<file path="src/include/can_bias_defines.svh">
`ifndef CAN_BIAS_DEFINES_SVH
`define CAN_BIAS_DEFINES_SVH

// Clock rate of sys_clk_i in Hz
`define CLK_HZ             20000000
// Bus idle timeout in microseconds
`define BUS_IDLE_TIMEOUT_US 1000
// Cycles of bus idle timeout (longest time, rounded down)
`define BUS_IDLE_TIMEOUT_CYC ((`BUS_IDLE_TIMEOUT_US * (`CLK_HZ / 1000000)))
// Operating mode codes on op_mode_i
`define MODE_NORMAL        3'h0
`define MODE_SILENT        3'h1
`define MODE_STANDBY       3'h2
`define MODE_GO_TO_SLEEP   3'h3
`define MODE_SLEEP         3'h4

`endif

</file>
<file path="src/include/can_bias_pkg.sv">
package can_bias_pkg;

  // Bias states, one-hot
  typedef enum logic [3:0] {
    BIAS_OFF       = 4'b0001,
    BIAS_AUTO_INACT = 4'b0010,
    BIAS_AUTO_ACT  = 4'b0100,
    BIAS_ACTIVE    = 4'b1000
  } bias_state_t;

endpackage

</file>
<file path="src/bus_idle_timer.sv">
`timescale 1ns/10ps
`include "can_bias_defines.svh"

// Counts continuous bus idleness; expired is a level once the timeout is reached
module bus_idle_timer #(
  parameter int unsigned TIMEOUT_CYC = `BUS_IDLE_TIMEOUT_CYC
) (
  input  wire logic sys_clk_i,
  input  wire logic reset_n_i,
  input  wire logic bus_activity_i,
  output logic      expired_o
);
  logic [31:0] count_reg;

  // Restart on every activity so expiry means an unbroken idle stretch
  always_ff @(posedge sys_clk_i or negedge reset_n_i) begin
    if (!reset_n_i) begin
      count_reg <= 32'h0000_0000;
    end else if (bus_activity_i) begin
      count_reg <= 32'h0000_0000; // (RQ18)
    end else if (count_reg < TIMEOUT_CYC) begin
      count_reg <= count_reg + 32'h0000_0001;
    end
  end

  // Registered so the timer never looks expired straight out of reset
  always_ff @(posedge sys_clk_i or negedge reset_n_i) begin
    if (!reset_n_i) begin
      expired_o <= 1'b0;
    end else begin
      expired_o <= !bus_activity_i && (count_reg >= TIMEOUT_CYC - 1);
    end
  end
endmodule

</file>
<file path="src/wake_sequencer.sv">
`timescale 1ns/10ps

// Tracks filtered dominant, recessive, dominant; flags wake at the second dominant
module wake_sequencer (
  input  wire logic sys_clk_i,
  input  wire logic reset_n_i,
  input  wire logic enable_i,
  input  wire logic filt_dominant_i,
  input  wire logic filt_recessive_i,
  input  wire logic timeout_i,
  output logic      wake_o
);
  logic [1:0] phase_reg;

  // Phase 0 idle, 1 saw dominant, 2 saw recessive; other traffic does not reset
  always_ff @(posedge sys_clk_i or negedge reset_n_i) begin
    if (!reset_n_i) begin
      phase_reg <= 2'h0;
      wake_o    <= 1'b0;
    end else begin
      wake_o <= 1'b0;
      if (!enable_i || timeout_i) begin
        phase_reg <= 2'h0;
      end else begin
        case (phase_reg)
          2'h0: if (filt_dominant_i) phase_reg <= 2'h1;
          2'h1: if (filt_recessive_i) phase_reg <= 2'h2;
          2'h2: begin
            if (filt_dominant_i) begin
              wake_o    <= 1'b1; // (RQ17)
              phase_reg <= 2'h0;
            end
          end
          default: phase_reg <= 2'h0;
        endcase
      end
    end
  end
endmodule

</file>
<file path="src/can_bias_state_control.sv">
`timescale 1ns/10ps
`include "can_bias_defines.svh"
// Notes on behaviour
// (RQ1) High-voltage supply falling undervoltage forces the off state, bus floating.
// (RQ2) Off moves to autonomous inactive once high-voltage supply passes rising threshold.
// (RQ3) Autonomous inactive biases both bus pins to ground.
// (RQ4) Remote wake moves autonomous inactive to autonomous active, mid-level bias.
// (RQ5) Low-power modes: autonomous active drops to inactive when idle timer expires.
// (RQ6) Leaving normal/silent: active if idle shorter than timeout, else inactive.
// (RQ7) Active falls to autonomous active on core or I/O falling undervoltage.
// (RQ8) Autonomous inactive to active-autonomous entering normal/silent with supply undervoltage.
// (RQ9) Active entered only in normal mode with core and I/O supplies good.
// (RQ10) Transmit low before leaving standby blocks transmitter after entering active.
// (RQ11) Normal mode: transmit low drives dominant, else outputs high impedance.
// (RQ12) Silent mode keeps driver off whatever the transmit input.
// (RQ13) Normal/silent: receive low when dominant, high when recessive or open.
// (RQ14) Standby: receive high, low while a wake event stays pending.
// (RQ15) Sleep/go-to-sleep: receive high, tri-state without I/O or high-voltage supply. Code still drives receive low while a wake event stays pending.
// (RQ16) Wake detection disabled in normal and silent modes.
// (RQ17) Remote wake recognised at the second filtered dominant phase.
// (RQ18) Bus idle timer restarts on every bus activity.
module can_bias_state_control #(
  parameter int unsigned IDLE_TIMEOUT_CYC = `BUS_IDLE_TIMEOUT_CYC
) (
  input  wire logic       sys_clk_i,
  input  wire logic       reset_n_i,
  input  wire logic [2:0] op_mode_i,
  input  wire logic       hv_supply_low_falling_i,
  input  wire logic       hv_supply_low_rising_i,
  input  wire logic       core_supply_low_falling_i,
  input  wire logic       core_supply_low_rising_i,
  input  wire logic       io_supply_low_falling_i,
  input  wire logic       io_supply_low_rising_i,
  input  wire logic       txd_i,
  input  wire logic       rx_dominant_i,
  input  wire logic       wake_rx_dominant_i,
  input  wire logic       wake_rx_recessive_i,
  input  wire logic       wake_timeout_i,
  input  wire logic       wake_clear_i,
  output logic [3:0]      bias_state_o,
  output logic            bias_gnd_o,
  output logic            bias_mid_o,
  output logic            bias_half_core_o,
  output logic            drive_dominant_o,
  output logic            rxd_o,
  output logic            rxd_oe_o,
  output logic            wake_pending_o,
  output logic            transmit_stuck_low_block_o
);
  can_bias_pkg::bias_state_t state_reg;
  can_bias_pkg::bias_state_t state_next;
  logic [2:0] mode_prev_reg;
  logic       idle_expired;
  logic       wake_event;
  logic       normal_mode;
  logic       silent_mode;
  logic       low_power_mode;
  logic       was_active_mode;
  logic       supply_low;
  logic       supply_good;
  logic       leaving_standby;

  assign normal_mode     = (op_mode_i == `MODE_NORMAL);
  assign silent_mode     = (op_mode_i == `MODE_SILENT);
  assign low_power_mode  = !normal_mode && !silent_mode;
  assign was_active_mode = (mode_prev_reg == `MODE_NORMAL) || (mode_prev_reg == `MODE_SILENT);
  assign supply_low      = core_supply_low_falling_i || io_supply_low_falling_i;
  assign supply_good     = !core_supply_low_rising_i && !io_supply_low_rising_i;
  assign leaving_standby = (mode_prev_reg == `MODE_STANDBY) && !low_power_mode;

  // Idle timer: activity is any dominant seen by either receiver
  bus_idle_timer #(
    .TIMEOUT_CYC (IDLE_TIMEOUT_CYC)
  ) u_idle (
    .sys_clk_i      (sys_clk_i),
    .reset_n_i      (reset_n_i),
    .bus_activity_i (rx_dominant_i || wake_rx_dominant_i),
    .expired_o      (idle_expired)
  );

  // Wake receiver runs only in low-power modes
  wake_sequencer u_wake (
    .sys_clk_i        (sys_clk_i),
    .reset_n_i        (reset_n_i),
    .enable_i         (low_power_mode), // (RQ16)
    .filt_dominant_i  (wake_rx_dominant_i),
    .filt_recessive_i (wake_rx_recessive_i),
    .timeout_i        (wake_timeout_i),
    .wake_o           (wake_event)
  );

  // Previous mode, to see mode changes
  always_ff @(posedge sys_clk_i or negedge reset_n_i) begin
    if (!reset_n_i) begin
      mode_prev_reg <= `MODE_STANDBY;
    end else begin
      mode_prev_reg <= op_mode_i;
    end
  end

  // Next bias state; high-voltage supply loss outranks everything
  always_comb begin
    state_next = state_reg;
    if (hv_supply_low_falling_i) begin
      state_next = can_bias_pkg::BIAS_OFF; // (RQ1)
    end else begin
      case (state_reg)
        can_bias_pkg::BIAS_OFF: begin
          if (!hv_supply_low_rising_i) state_next = can_bias_pkg::BIAS_AUTO_INACT; // (RQ2)
        end
        can_bias_pkg::BIAS_AUTO_INACT: begin
          if (normal_mode && supply_good && !supply_low) begin
            state_next = can_bias_pkg::BIAS_ACTIVE; // (RQ9)
          end else if (!low_power_mode && supply_low) begin
            state_next = can_bias_pkg::BIAS_AUTO_ACT; // (RQ8)
          end else if (wake_event) begin
            state_next = can_bias_pkg::BIAS_AUTO_ACT; // (RQ4)
          end
        end
        can_bias_pkg::BIAS_AUTO_ACT: begin
          if (normal_mode && supply_good && !supply_low) begin
            state_next = can_bias_pkg::BIAS_ACTIVE; // (RQ9)
          end else if (low_power_mode && idle_expired) begin
            state_next = can_bias_pkg::BIAS_AUTO_INACT; // (RQ5)
          end
        end
        can_bias_pkg::BIAS_ACTIVE: begin
          if (supply_low) begin
            state_next = can_bias_pkg::BIAS_AUTO_ACT; // (RQ7)
          end else if (low_power_mode) begin
            // Choice made from idle time just before the mode change
            state_next = idle_expired ? can_bias_pkg::BIAS_AUTO_INACT
                                      : can_bias_pkg::BIAS_AUTO_ACT; // (RQ6)
          end
        end
        default: state_next = can_bias_pkg::BIAS_OFF;
      endcase
    end
  end

  // Bias state register; starts off until supply seen good
  always_ff @(posedge sys_clk_i or negedge reset_n_i) begin
    if (!reset_n_i) begin
      state_reg <= can_bias_pkg::BIAS_OFF;
    end else begin
      state_reg <= state_next;
    end
  end

  // Bias outputs decoded from the next state so they line up with state_reg
  always_ff @(posedge sys_clk_i or negedge reset_n_i) begin
    if (!reset_n_i) begin
      bias_state_o     <= 4'h1;
      bias_gnd_o       <= 1'b0;
      bias_mid_o       <= 1'b0;
      bias_half_core_o <= 1'b0;
    end else begin
      bias_state_o     <= state_next;
      bias_gnd_o       <= (state_next == can_bias_pkg::BIAS_AUTO_INACT); // (RQ3)
      bias_mid_o       <= (state_next == can_bias_pkg::BIAS_AUTO_ACT);   // (RQ4)
      bias_half_core_o <= (state_next == can_bias_pkg::BIAS_ACTIVE);     // (RQ9)
    end
  end

  // Stuck-low guard: armed if transmit is low as standby is left,
  // released once transmit goes high again or a low-power mode is entered
  always_ff @(posedge sys_clk_i or negedge reset_n_i) begin
    if (!reset_n_i) begin
      transmit_stuck_low_block_o <= 1'b0;
    end else if (leaving_standby && !txd_i) begin
      transmit_stuck_low_block_o <= 1'b1; // (RQ10)
    end else if (txd_i || low_power_mode) begin
      transmit_stuck_low_block_o <= 1'b0;
    end
  end

  // Driver: dominant only in normal mode, active state, transmit low, not blocked
  always_ff @(posedge sys_clk_i or negedge reset_n_i) begin
    if (!reset_n_i) begin
      drive_dominant_o <= 1'b0;
    end else begin
      drive_dominant_o <= normal_mode && !txd_i // (RQ11)
                          && !silent_mode // (RQ12)
                          && (state_next == can_bias_pkg::BIAS_ACTIVE)
                          && !transmit_stuck_low_block_o
                          && !(leaving_standby && !txd_i); // (RQ10)
    end
  end

  // Pending wake holds until the controller reaches normal mode or clears it
  // Set wins over clear in the same cycle
  always_ff @(posedge sys_clk_i or negedge reset_n_i) begin
    if (!reset_n_i) begin
      wake_pending_o <= 1'b0;
    end else if (wake_event) begin
      wake_pending_o <= 1'b1; // (RQ14)
    end else if (wake_clear_i || normal_mode) begin
      wake_pending_o <= 1'b0;
    end
  end

  // Receive output per mode
  always_ff @(posedge sys_clk_i or negedge reset_n_i) begin
    if (!reset_n_i) begin
      rxd_o    <= 1'b1;
      rxd_oe_o <= 1'b0;
    end else begin
      case (op_mode_i)
        `MODE_NORMAL, `MODE_SILENT: begin
          rxd_o    <= !rx_dominant_i; // (RQ13)
          rxd_oe_o <= !io_supply_low_falling_i;
        end
        `MODE_STANDBY: begin
          rxd_o    <= !(wake_pending_o || wake_event); // (RQ14)
          rxd_oe_o <= !io_supply_low_falling_i;
        end
        default: begin
          rxd_o    <= !(wake_pending_o || wake_event);
          rxd_oe_o <= !io_supply_low_falling_i && !hv_supply_low_falling_i; // (RQ15)
        end
      endcase
    end
  end
endmodule

</file>
<file path="config.mk">
export PLATFORM = sky130hd
export DESIGN_NAME = can_bias_state_control
export DESIGN_NICKNAME = d
export VERILOG_FILES = /design/src/include/can_bias_pkg.sv /design/src/bus_idle_timer.sv /design/src/wake_sequencer.sv /design/src/can_bias_state_control.sv
export VERILOG_INCLUDE_DIRS = /design/src /design/src/include
export SDC_FILE = /design/constraint.sdc
export NUM_CORES = 1
export LEC_CHECK = 0
export ABC_AREA = 1
export BUFFER_PORTS_ARGS = -buffer_cell sky130_fd_sc_hd__buf_2
export CAP_MARGIN = 10
export CORE_MARGIN = 2
export CORE_UTILIZATION = 50
export DETAILED_ROUTE_END_ITERATION = 8
export PLACE_DENSITY = 0.67
export SYNTH_ARGS = -nofsm -noshare
export SYNTH_HDL_FRONTEND = slang
export SYNTH_HIERARCHICAL = 1
export SYNTH_SLANG_ARGS = --single-unit
</file>
<file path="constraint.sdc">
create_clock -name sys_clk_i -period 1.8 [get_ports sys_clk_i]
set_input_delay 0.54 -clock sys_clk_i [delete_from_list [all_inputs] [get_ports sys_clk_i]]
set_output_delay 0.54 -clock sys_clk_i [all_outputs]
set_load 0.02 [all_outputs]
</file>
==> results of run 1 <==
==> synth_stat cells, drive strengths merged <==
library cell	instances
nor2	70
dfrtp	48
nand3	58
inv	67
o31ai	1
xor2	6
a21oi	2
clkbuf	1
a211oi	1
nand2	88
nor3	3
or2	1
clkinv	1
buf	5
dfstp	3
nor4	1
nand4	8
nor2b	1
o21ai	6
ha	1
==> worst max-delay path, cell delays in order, from the launching register on <==
cell,delay [ns]
dfrtp_1,0.44
ha_1,0.24
inv_1,0.06
nor2_1,0.33
nand3_1,0.13
nand2_1,0.09
nand2_1,0.05
inv_1,0.05
nand3_1,0.06
nand2_1,0.08
==> metrics by stage <==
| stage | util | hold WS (ns) | power [W] |
|---|---|---|---|
| floorplan | - | 0.244 | 0.00129 |
| global placement | 0.553 | 0.458 | 0.00137 |
| detailed placement | 0.553 | 0.471 | 0.00138 |
| CTS | 0.574 | 0.216 | 0.00218 |
| global route | 0.574 | 0.235 | 0.00225 |
| finish | 0.574 | 0.218 | 0.00214 |
==> final timing paths <==
path                                                  start                               end  slack (ns)  cells after the start
min reg2reg                u_idle/count_reg[19]$_DFFE_PN0P_  u_idle/count_reg[19]$_DFFE_PN0P_        0.49                      2
max                         u_idle/count_reg[0]$_DFFE_PN0P_  u_idle/count_reg[10]$_DFFE_PN0P_        0.22                      9
max in group asynchronous                         reset_n_i        mode_prev_reg[1]$_DFF_PN1_        1.31                      2
max reg2reg                 u_idle/count_reg[0]$_DFFE_PN0P_  u_idle/count_reg[10]$_DFFE_PN0P_        0.22                      9
min                                               reset_n_i   u_wake/phase_reg[1]$_DFFE_PN0P_        0.22                      2
min in group sys_clk_i                         op_mode_i[1]        mode_prev_reg[1]$_DFF_PN1_        0.37                      1
==> where the power goes <==
part | switching [W] | internal, W | leakage (nW)
sequential | 0.0000109 | 0.00117 | 0.693
clock | 0.000375 | 0.000414 | 0.0581
combinational | 0.000115 | 0.0000581 | 0.990
==> layout make-up <==
class	instances	share of cell area
inverters	68	0.0818
multi-input cells	247	0.383
flip-flops and latches	51	0.410
well taps	72	0.0289
repair buffers	31	0.0601
clock inverters	3	0.0140
clock buffers	5	0.0221
==> layer usage <==
metal  share of wire  GRT usage
met2            0.47      0.320
met4               0     0.0474
met3           0.036     0.0391
met1            0.49      0.236
met5               0          0
==> cells by family (layout without fill, tap and decap cells) <==
| family | after synthesis | after routing |
|---|---|---|
| xor+xnor | 6 | 6 |
| buf+inv | 74 | 107 |
| simple gates | 230 | 230 |
| compound gates | 10 | 10 |
| fa+ha+maj | 1 | 1 |
| flops | 51 | 51 |
==> results.md, run 1 <==
- Status: complete, no violations
- Initial core utilization: 0.509
- Post-CTS Setup Bufs: 0
- Fin. Hold Viols: 0
- HPWL Detailed: 3750 um
- Post-DP Area: 3010 um^2
- CTS Sinks: 51
- First-pass GRT wire length: 9090 um
- FMAX: 0.633 GHz
- Share of cells above drive strength 1: 0.185
- Final ANT Viol Nets: 0
- Grt total ovfl: 0
- Worst hold path class: input port to asynchronous set/reset pin
- Skew-Pair Late Insertion Delay: 0.30 ns
- Critical Path RT: 2.05 ns
- Pleak: 1.74 nW
- Most frequent cells in the layout: nand2_1, inv_1, nor2_1
- Final Net Count: 422
- Max-slew violations: 0
- CTS Buf Count: 5
- Inst Count DP: 469
- Worst slew pin tran: 0.399 ns
- Port bufs: 28
- Post-layout minimum cycle time: 1.58 ns
- CTS-repair resized insts: 0
- Ant. Diodes: 0
- Peak VDD IR: 0.000385 V
- Die W: 78.4 um
- Mapped cell area: 2770 um^2
- DRT Wirelength: 5120 um
- Fin cells: 477
- Seq/Total Area, Yosys: 0.462
- Post-synth top area cell: dfrtp_1
- CTS Hold Buffers Added: 0
- Netlist cell types: 30
- Detailed Routing Iterations Pass 1: 4
- Clock Root Buffer: clkbuf_8
- Detailed-route via count: 2265
- Clock skew: 0.00571 ns
- Overall routing resource usage: 0.184
- Vias in the first global route: 2132
- Largest family of logic cells by synthesized area: simple AND/OR/NAND/NOR gates
- Commonest non-fill, non-tap cell in the layout: nand2_1
- Post-Synth XOR/XNOR Area: 0.0190
- Register area: 1280 um^2
- CP Launch Type: flop
- Max reg flops: 32
- Yosys top cell area share: 0.434
- Mux cell area share after synthesis: 0
- Area Growth Syn to Fin: 12.7%
- Initial antenna violation count: 0
- DR iter-0 viols: 105
- # H-tree levels: 2
- Mean Syn Cell Area: 7.44 um^2
- CTS tree: built
- Max_slew headroom: 0.733
- Total negative setup slack: 0 ns
- Ranking of synthesized cells by area: dfrtp_1, nand2_1, nand3_1
- Avg WL per Cell: 10.7 um
- Pwr dens: 686 nW/um^2
- Final instance area: 3120 um^2
- Synth Register Bits: 51
- Setup violations, final: 0
- Worst Setup End Kind: flop
- Filler Cells Inserted: 523
- DRC viols: 0
- Crit Path Class: flop to flop
- Die area: 6150 um^2
- Adder-cell area share of the yosys netlist: 0.00452
- RSZ-0062 raised after global routing: no
- Area of the multi-input gates: 1190 um^2
- Core Region: 5440 um^2
- Simple-Gate Fraction of Synth Area: 0.387
- Crit-path max FO: 6
- Clk buf depth: 2
- Compound-cell area share of the yosys netlist: 0.0212
- Post-DR vias/cell: 4.75
- Rows: 27
- # IOs: 29
- Die outline height: 78.4 um
- Max Cap Viol: 0
- Post-layout worst setup margin: 0.219 ns
- Gate Count Post-Synth: 372
- Post-Syn Nets: 390
- Yosys warning total: 6
- Pre-CTS setup slack: 0.255 ns
- WP data arrival: 1.83 ns
- Placer Congestion: 0.783
- Largest net degree at the start of global routing: 52
- Period utilization: 0.878
- Worst-path clk slew: 0.09 ns
No activity file was read; power rests on OpenSTA's default activity.
==> inputs of run 2 (changes only) <==
Settings changed: GPL_TIMING_DRIVEN set to 0.
==> run 2 against run 1 <==
Total power fell by 5.8%. Global-route usage is 0.97 points higher. Design area is 0.32% lower. Non-clock buffer count rose by 4. Register-to-register slack got worse by 0.02 ns. Critical endpoint is now u_idle/count_reg[14]$_DFFE_PN0P_. Largest cell class unchanged.
==> results.md, run 2 (synthesis gave the netlist of run 1 again) <==
- Ant. Diodes: 0 (unchanged)
- Commonest non-fill, non-tap cell in the layout: nand2_1
- Max-slew violations: 0 (unchanged)
- Placer Congestion: 0.858 (+9.6%)
- HPWL Detailed: 3960 um (+5.7%)
- Final Net Count: 426 (+0.95%)
- Pleak: 1.73 nW (-0.49%)
- Total negative setup slack: 0 ns (unchanged)
- CTS Sinks: 51 (unchanged)
- Status: complete, no violations
- Initial antenna violation count: 0 (unchanged)
- Min Hold Slack: 0.231 ns (+0.0126 ns)
- Detailed Routing Iterations Pass 1: 4 (unchanged)
- Post-layout minimum cycle time: 1.60 ns (+0.0217 ns)
- Max Cap Viol: 0 (unchanged)
- Crit Path Class: flop to flop
- Die W: 78.4 um (unchanged)
- Overall routing resource usage: 0.194 (+0.00966)
- Share of cells above drive strength 1: 0.183 (-0.00181)
- Clk buf depth: 2 (unchanged)
- Rows: 27 (unchanged)
- Crit-path max FO: 6 (unchanged)
- R2r setup slk: 0.20 ns (-0.02 ns)
- Worst Setup EP: u_idle/count_reg[14]$_DFFE_PN0P_
- Setup crit start: u_idle/count_reg[0]$_DFFE_PN0P_
- Max_slew headroom: 0.599 (-0.134)
- Logic pwr share: 0.085 (+0.004)
- Max reg flops: 32 (unchanged)
- First-pass GRT wire length: 9590 um (+5.5%)
- Clock skew: 0.00780 ns (+0.00208 ns)
- Pwr dens: 648 nW/um^2 (-5.5%)
- Die outline height: 78.4 um (unchanged)
- Worst reg2reg path depth: 8 (-1)
- Core Region: 5440 um^2 (unchanged)
- Detailed-route via count: 2349 (+3.7%)
- Die area: 6150 um^2 (unchanged)
- Setup violations, final: 0 (unchanged)
- Peak VDD IR: 0.000346 V (-10%)
- Switch share: 0.255 (+0.0209)
- Worst hold path class: input port to asynchronous set/reset pin
- CTS Hold Buffers Added: 0 (unchanged)
- # H-tree levels: 2 (unchanged)
- Post-DR vias/cell: 4.88 (+2.8%)
- CTS-repair resized insts: 0 (unchanged)
- Filler Cells Inserted: 512 (-2.1%)
- Power Internal: 0.00150 W (-8.4%)
- Most frequent cells in the layout: nand2_1, inv_1, nor2_1
- DRC viols: 0 (unchanged)
- Final ANT Viol Nets: 0 (unchanged)
- Critical R2R Launch: u_idle/count_reg[0]$_DFFE_PN0P_
- Clock Root Buffer: clkbuf_8
- Area Growth Syn to Fin: 12.4%
- # IOs: 29 (unchanged)
- Worst Setup End Kind: flop
- Critical Path RT: 2.00 ns (-0.05 ns)
- Post-CTS Setup Bufs: 0 (unchanged)
- CP Launch Type: flop
- Period utilization: 0.890 (+0.0120)
- Port bufs: 28 (unchanged)
- Vias in the first global route: 2245 (+5.3%)
- CTS Buf Count: 5 (unchanged)
- DRT Wirelength: 5440 um (+6.2%)
- Worst slew pin tran: 0.601 ns (+0.202 ns)
- Clock group share of total power: 0.331 (-0.038)
- FMAX: 0.624 GHz (-1.4%)
- Avg WL per Cell: 11.3 um (+5.4%)
- Grt total ovfl: 0 (unchanged)
- Worst-path clk slew: 0.10 ns (about the same)
- Worst R2R End: u_idle/count_reg[14]$_DFFE_PN0P_
- WP data arrival: 1.80 ns (-0.03 ns)
- Largest net degree at the start of global routing: 52 (unchanged)
- Fin. Hold Viols: 0 (unchanged)
- NetSw: 0.000514 W (+2.6%)
- RSZ-0062 raised after global routing: no
- Reg power frac: 0.584 (+0.034)
- Skew-Pair Late Insertion Delay: 0.30 ns (about the same)
- DR iter-0 viols: 67 (-36%)
- Initial core utilization: 0.509 (unchanged)
- CTS tree: built
run 2: cell types whose count changed in the layout (fill, tap and decap cells not counted), sizes merged:
cell and delta:
clkinvlp +1, clkbuf +1, inv +1, buf +3
bufinv -1, clkinv -1
run 2: per-layer routing:
layer	vias to the layer above	GRT usage	wire length, um
met4	0	0.0684	90
met1	1076	0.255	2640
met5	-	0	0
met2	48	0.317	2450
met3	8	0.0437	262
li1	1217	-	-
run 2: critical path, stage by stage, from the launching register on:
cell,delay [ns]
dfrtp_1,0.46
ha_1,0.23
nand3_1,0.18
nor2_1,0.25
nand4_1,0.13
nand2_1,0.10
inv_1,0.04
nand3_1,0.05
nand2_1,0.06
run 2: power by group through the flow:
| stage | Combinational [W] | Clock, W | Sequential [W] |
|---|---|---|---|
| after global routing | 0.000197 | 0.000753 | 0.00118 |
| after detailed placement | 0.000168 | 0 | 0.00120 |
| after CTS | 0.000169 | 0.000705 | 0.00118 |
| after floorplan | 0.0000797 | 0 | 0.00121 |
| final | 0.000171 | 0.000667 | 0.00118 |
| after global placement | 0.000167 | 0 | 0.00120 |
run 2: area by class of cell:
type	instances	area (um^2)	share of cell area
sequential	51	1280	0.412
multi-input combinational	247	1190	0.384
inverter	68	255	0.0821
timing repair buffer	29	160	0.0515
tap	72	90.1	0.0290
clock buffer	5	68.8	0.0221
buffer	6	37.5	0.0121
clock inverter	3	23.8	0.00764
run 2: worst min-delay path by stage:
stage	start	endpoint	slack, ns	cells past startpoint
floorplan	reset_n_i	bias_gnd_o$_DFF_PN0_	0.24	0
global placement	u_idle/count_reg[20]$_DFFE_PN0P_	u_idle/count_reg[20]$_DFFE_PN0P_	0.46	2
detailed placement	u_idle/count_reg[21]$_DFFE_PN0P_	u_idle/count_reg[21]$_DFFE_PN0P_	0.47	2
CTS	op_mode_i[1]	mode_prev_reg[1]$_DFF_PN1_	0.35	1
global route	reset_n_i	u_idle/count_reg[18]$_DFFE_PN0P_	0.27	1
finish	reset_n_i	u_wake/phase_reg[0]$_DFFE_PN0P_	0.23	1
run 2: stage by stage:
step,setup WS [ns],area (um^2),utilization,power [W],cells
after floorplan,0.341,2770,-,0.00129,372
after global placement,-0.0534,3000,0.551,0.00137,472
after detailed placement,-0.0364,3000,0.551,0.00137,472
after CTS,0.202,3090,0.568,0.00205,480
after global routing,0.00267,3110,0.572,0.00213,481
final,0.197,3110,0.572,0.00202,481
==> inputs of run 3 (changes only) <==
Settings changed: CAP_MARGIN 10 to not set, PLACE_DENSITY 0.67 to 0.79, SLEW_MARGIN set to 40.
==> run 3 against run 2 <==
Sequential power barely moved. Hold slack improved by 0.0089 ns. Die area did not move. Core utilization fell by 0.16 points. Critical path depth did not move. Clock skew rose by 0.0072 ns. Highest routed layer unchanged. Global-route usage rose by 0.44 points.
==> results.md, run 3 (synthesis gave the netlist of run 1 again) <==
- Status: complete, no violations
- Peak VDD IR: 0.000283 V (-18%)
- Power Internal: 0.00153 W (+2.0%)
- Final ANT Viol Nets: 0 (unchanged)
- Max-slew violations: 0 (unchanged)
- Grt total ovfl: 0 (unchanged)
- Util after Layout: 0.570 (-0.00161)
- Total negative setup slack: 0 ns (unchanged)
- Post-CTS Setup Bufs: 0 (unchanged)
- Clock skew: 0.0150 ns (+0.00717 ns)
- DRT Wirelength: 5520 um (+1.5%)
- R2r setup slk: 0.17 ns (-0.03 ns)
- Pwr dens: 659 nW/um^2 (+1.7%)
- RSZ-0062 raised after global routing: no
- Pre-CTS setup slack: -0.0852 ns (-0.0488 ns)
- Share of cells above drive strength 1: 0.184 (+0.000449)
- Worst hold path class: input port to asynchronous set/reset pin
- Avg WL per Cell: 11.5 um (+1.7%)
- Overall routing resource usage: 0.199 (+0.00441)
- Clock Root Buffer: clkbuf_8
- # IOs: 29 (unchanged)
- Logic pwr share: 0.081 (-0.004)
- Clock group share of total power: 0.342 (+0.011)
- Detailed Routing Iterations Pass 1: 5 (+1)
- Rows: 27 (unchanged)
- Clk buf depth: 2 (unchanged)
- Max Cap Viol: 0 (unchanged)
- Crit Path Class: flop to flop
- Tot Pwr: 0.00204 W (+1.5%)
- Commonest non-fill, non-tap cell in the layout: nand2_1
- Fin. Hold Viols: 0 (unchanged)
- Initial antenna violation count: 0 (unchanged)
- DR iter-0 viols: 194 (+190%)
- Most frequent cells in the layout: nand2_1, inv_1, nor2_1
- WP data arrival: 1.83 ns (+0.03 ns)
- CTS Hold Buffers Added: 0 (unchanged)
- Reg power frac: 0.576 (-0.008)
- Die outline height: 78.4 um (unchanged)
- Crit-path max FO: 6 (unchanged)
- Post-layout worst setup margin: 0.169 ns (-0.0280 ns)
- DRC viols: 0 (unchanged)
- # H-tree levels: 2 (unchanged)
- Area Growth Syn to Fin: 12.1%
- Die W: 78.4 um (unchanged)
- Max reg flops: 32 (unchanged)
- Period utilization: 0.906 (+0.0156)
- Initial core utilization: 0.509 (unchanged)
- Skew-Pair Late Insertion Delay: 0.31 ns (about the same)
- NetSw: 0.000513 W (about the same)
- Post-layout minimum cycle time: 1.63 ns (+0.0280 ns)
- Worst reg2reg path depth: 8 (unchanged)
- FMAX: 0.613 GHz (-1.7%)
- Detailed-route via count: 2386 (+1.6%)
- Critical Path RT: 2.00 ns (about the same)
- Ant. Diodes: 0 (unchanged)
- Vias in the first global route: 2256 (+0.49%)
- Port bufs: 28 (unchanged)
- Max_slew headroom: 0.586 (-0.0127)
- Placer Congestion: 0.889 (+3.6%)
- CTS tree: built
- HPWL Detailed: 4060 um (+2.4%)
- CTS Sinks: 51 (unchanged)
- Final Net Count: 425 (-0.23%)
- Core Region: 5440 um^2 (unchanged)
- CP Launch Type: flop
- Largest net degree at the start of global routing: 52 (unchanged)
- Switch share: 0.251 (-0.00383)
- Worst slew pin tran: 0.620 ns (+0.0191 ns)
- First-pass GRT wire length: 9620 um (+0.28%)
- Die area: 6150 um^2 (unchanged)
- Pleak: 1.72 nW (-0.42%)
- CTS Buf Count: 5 (unchanged)
- Setup violations, final: 0 (unchanged)
- Filler Cells Inserted: 496 (-3.1%)
- Post-DR vias/cell: 4.97 (+1.8%)
- Worst-path clk slew: 0.10 ns (about the same)
- Worst Setup End Kind: flop
- Worst R2R End: u_idle/count_reg[14]$_DFFE_PN0P_
- Critical R2R Launch: u_idle/count_reg[0]$_DFFE_PN0P_
==> run 3: what timing repair did <==
action	CTS	global route
hold endpoints to repair	0	0
setup endpoints to repair	0	1
gates resized for setup	0	1
==> run 3: layout make-up <==
cell class / instances / area [um^2] / share of cell area
well taps: 72 / 90.1 / 0.0290
inverters: 68 / 255 / 0.0823
multi-input cells: 247 / 1200 / 0.386
plain buffers: 6 / 37.5 / 0.0121
repair buffers: 28 / 143 / 0.0460
clock inverters: 2 / 16.3 / 0.00524
flip-flops and latches: 51 / 1280 / 0.413
clock buffers: 6 / 82.6 / 0.0266
==> run 3: worst max-delay path: stages, from the launching register on <==
cell,delay (ns)
dfrtp_1,0.46
ha_1,0.25
nand3_1,0.17
nor2_1,0.28
nand4_1,0.12
nand2_1,0.09
inv_1,0.04
nand3_1,0.06
nand2_1,0.06
==> run 3: through the flow <==
step	cell area, um^2	hold WS, ns	std cells
floorplan	2770	0.244	372
global placement	3000	0.455	472
detailed placement	3000	0.469	472
CTS	3100	0.265	480
global route	3100	0.291	480
finish	3100	0.240	480
==> run 3: worst max path at each step <==
stage,end,slack [ns],cells past startpoint,start
finish,u_idle/count_reg[14]$_DFFE_PN0P_,0.17,8,u_idle/count_reg[0]$_DFFE_PN0P_
global placement,u_idle/count_reg[2]$_DFFE_PN0P_,-0.05,6,wake_rx_dominant_i
floorplan,u_idle/count_reg[4]$_DFFE_PN0P_,0.34,5,wake_rx_dominant_i
detailed placement,u_idle/count_reg[12]$_DFFE_PN0P_,-0.09,6,wake_rx_dominant_i
global route,u_idle/count_reg[14]$_DFFE_PN0P_,0.06,9,u_idle/count_reg[0]$_DFFE_PN0P_
CTS,u_idle/count_reg[10]$_DFFE_PN0P_,0.19,8,u_idle/count_reg[0]$_DFFE_PN0P_
==> run 3: per-layer routing <==
metal,part of all wire,GRT usage
met2,0.49,0.333
met5,0,0
met3,0.053,0.0391
met4,0.015,0.0895
met1,0.44,0.249
==> run 3: power groups by stage <==
stage | registers (W) | clock network (W) | logic [W]
2_1_floorplan | 0.00121 | 0 | 0.0000797
3_3_place_gp | 0.00120 | 0 | 0.000165
3_5_place_dp | 0.00120 | 0 | 0.000169
4_1_cts | 0.00118 | 0.000720 | 0.000170
5_1_grt | 0.00118 | 0.000780 | 0.000191
6_report | 0.00118 | 0.000700 | 0.000166
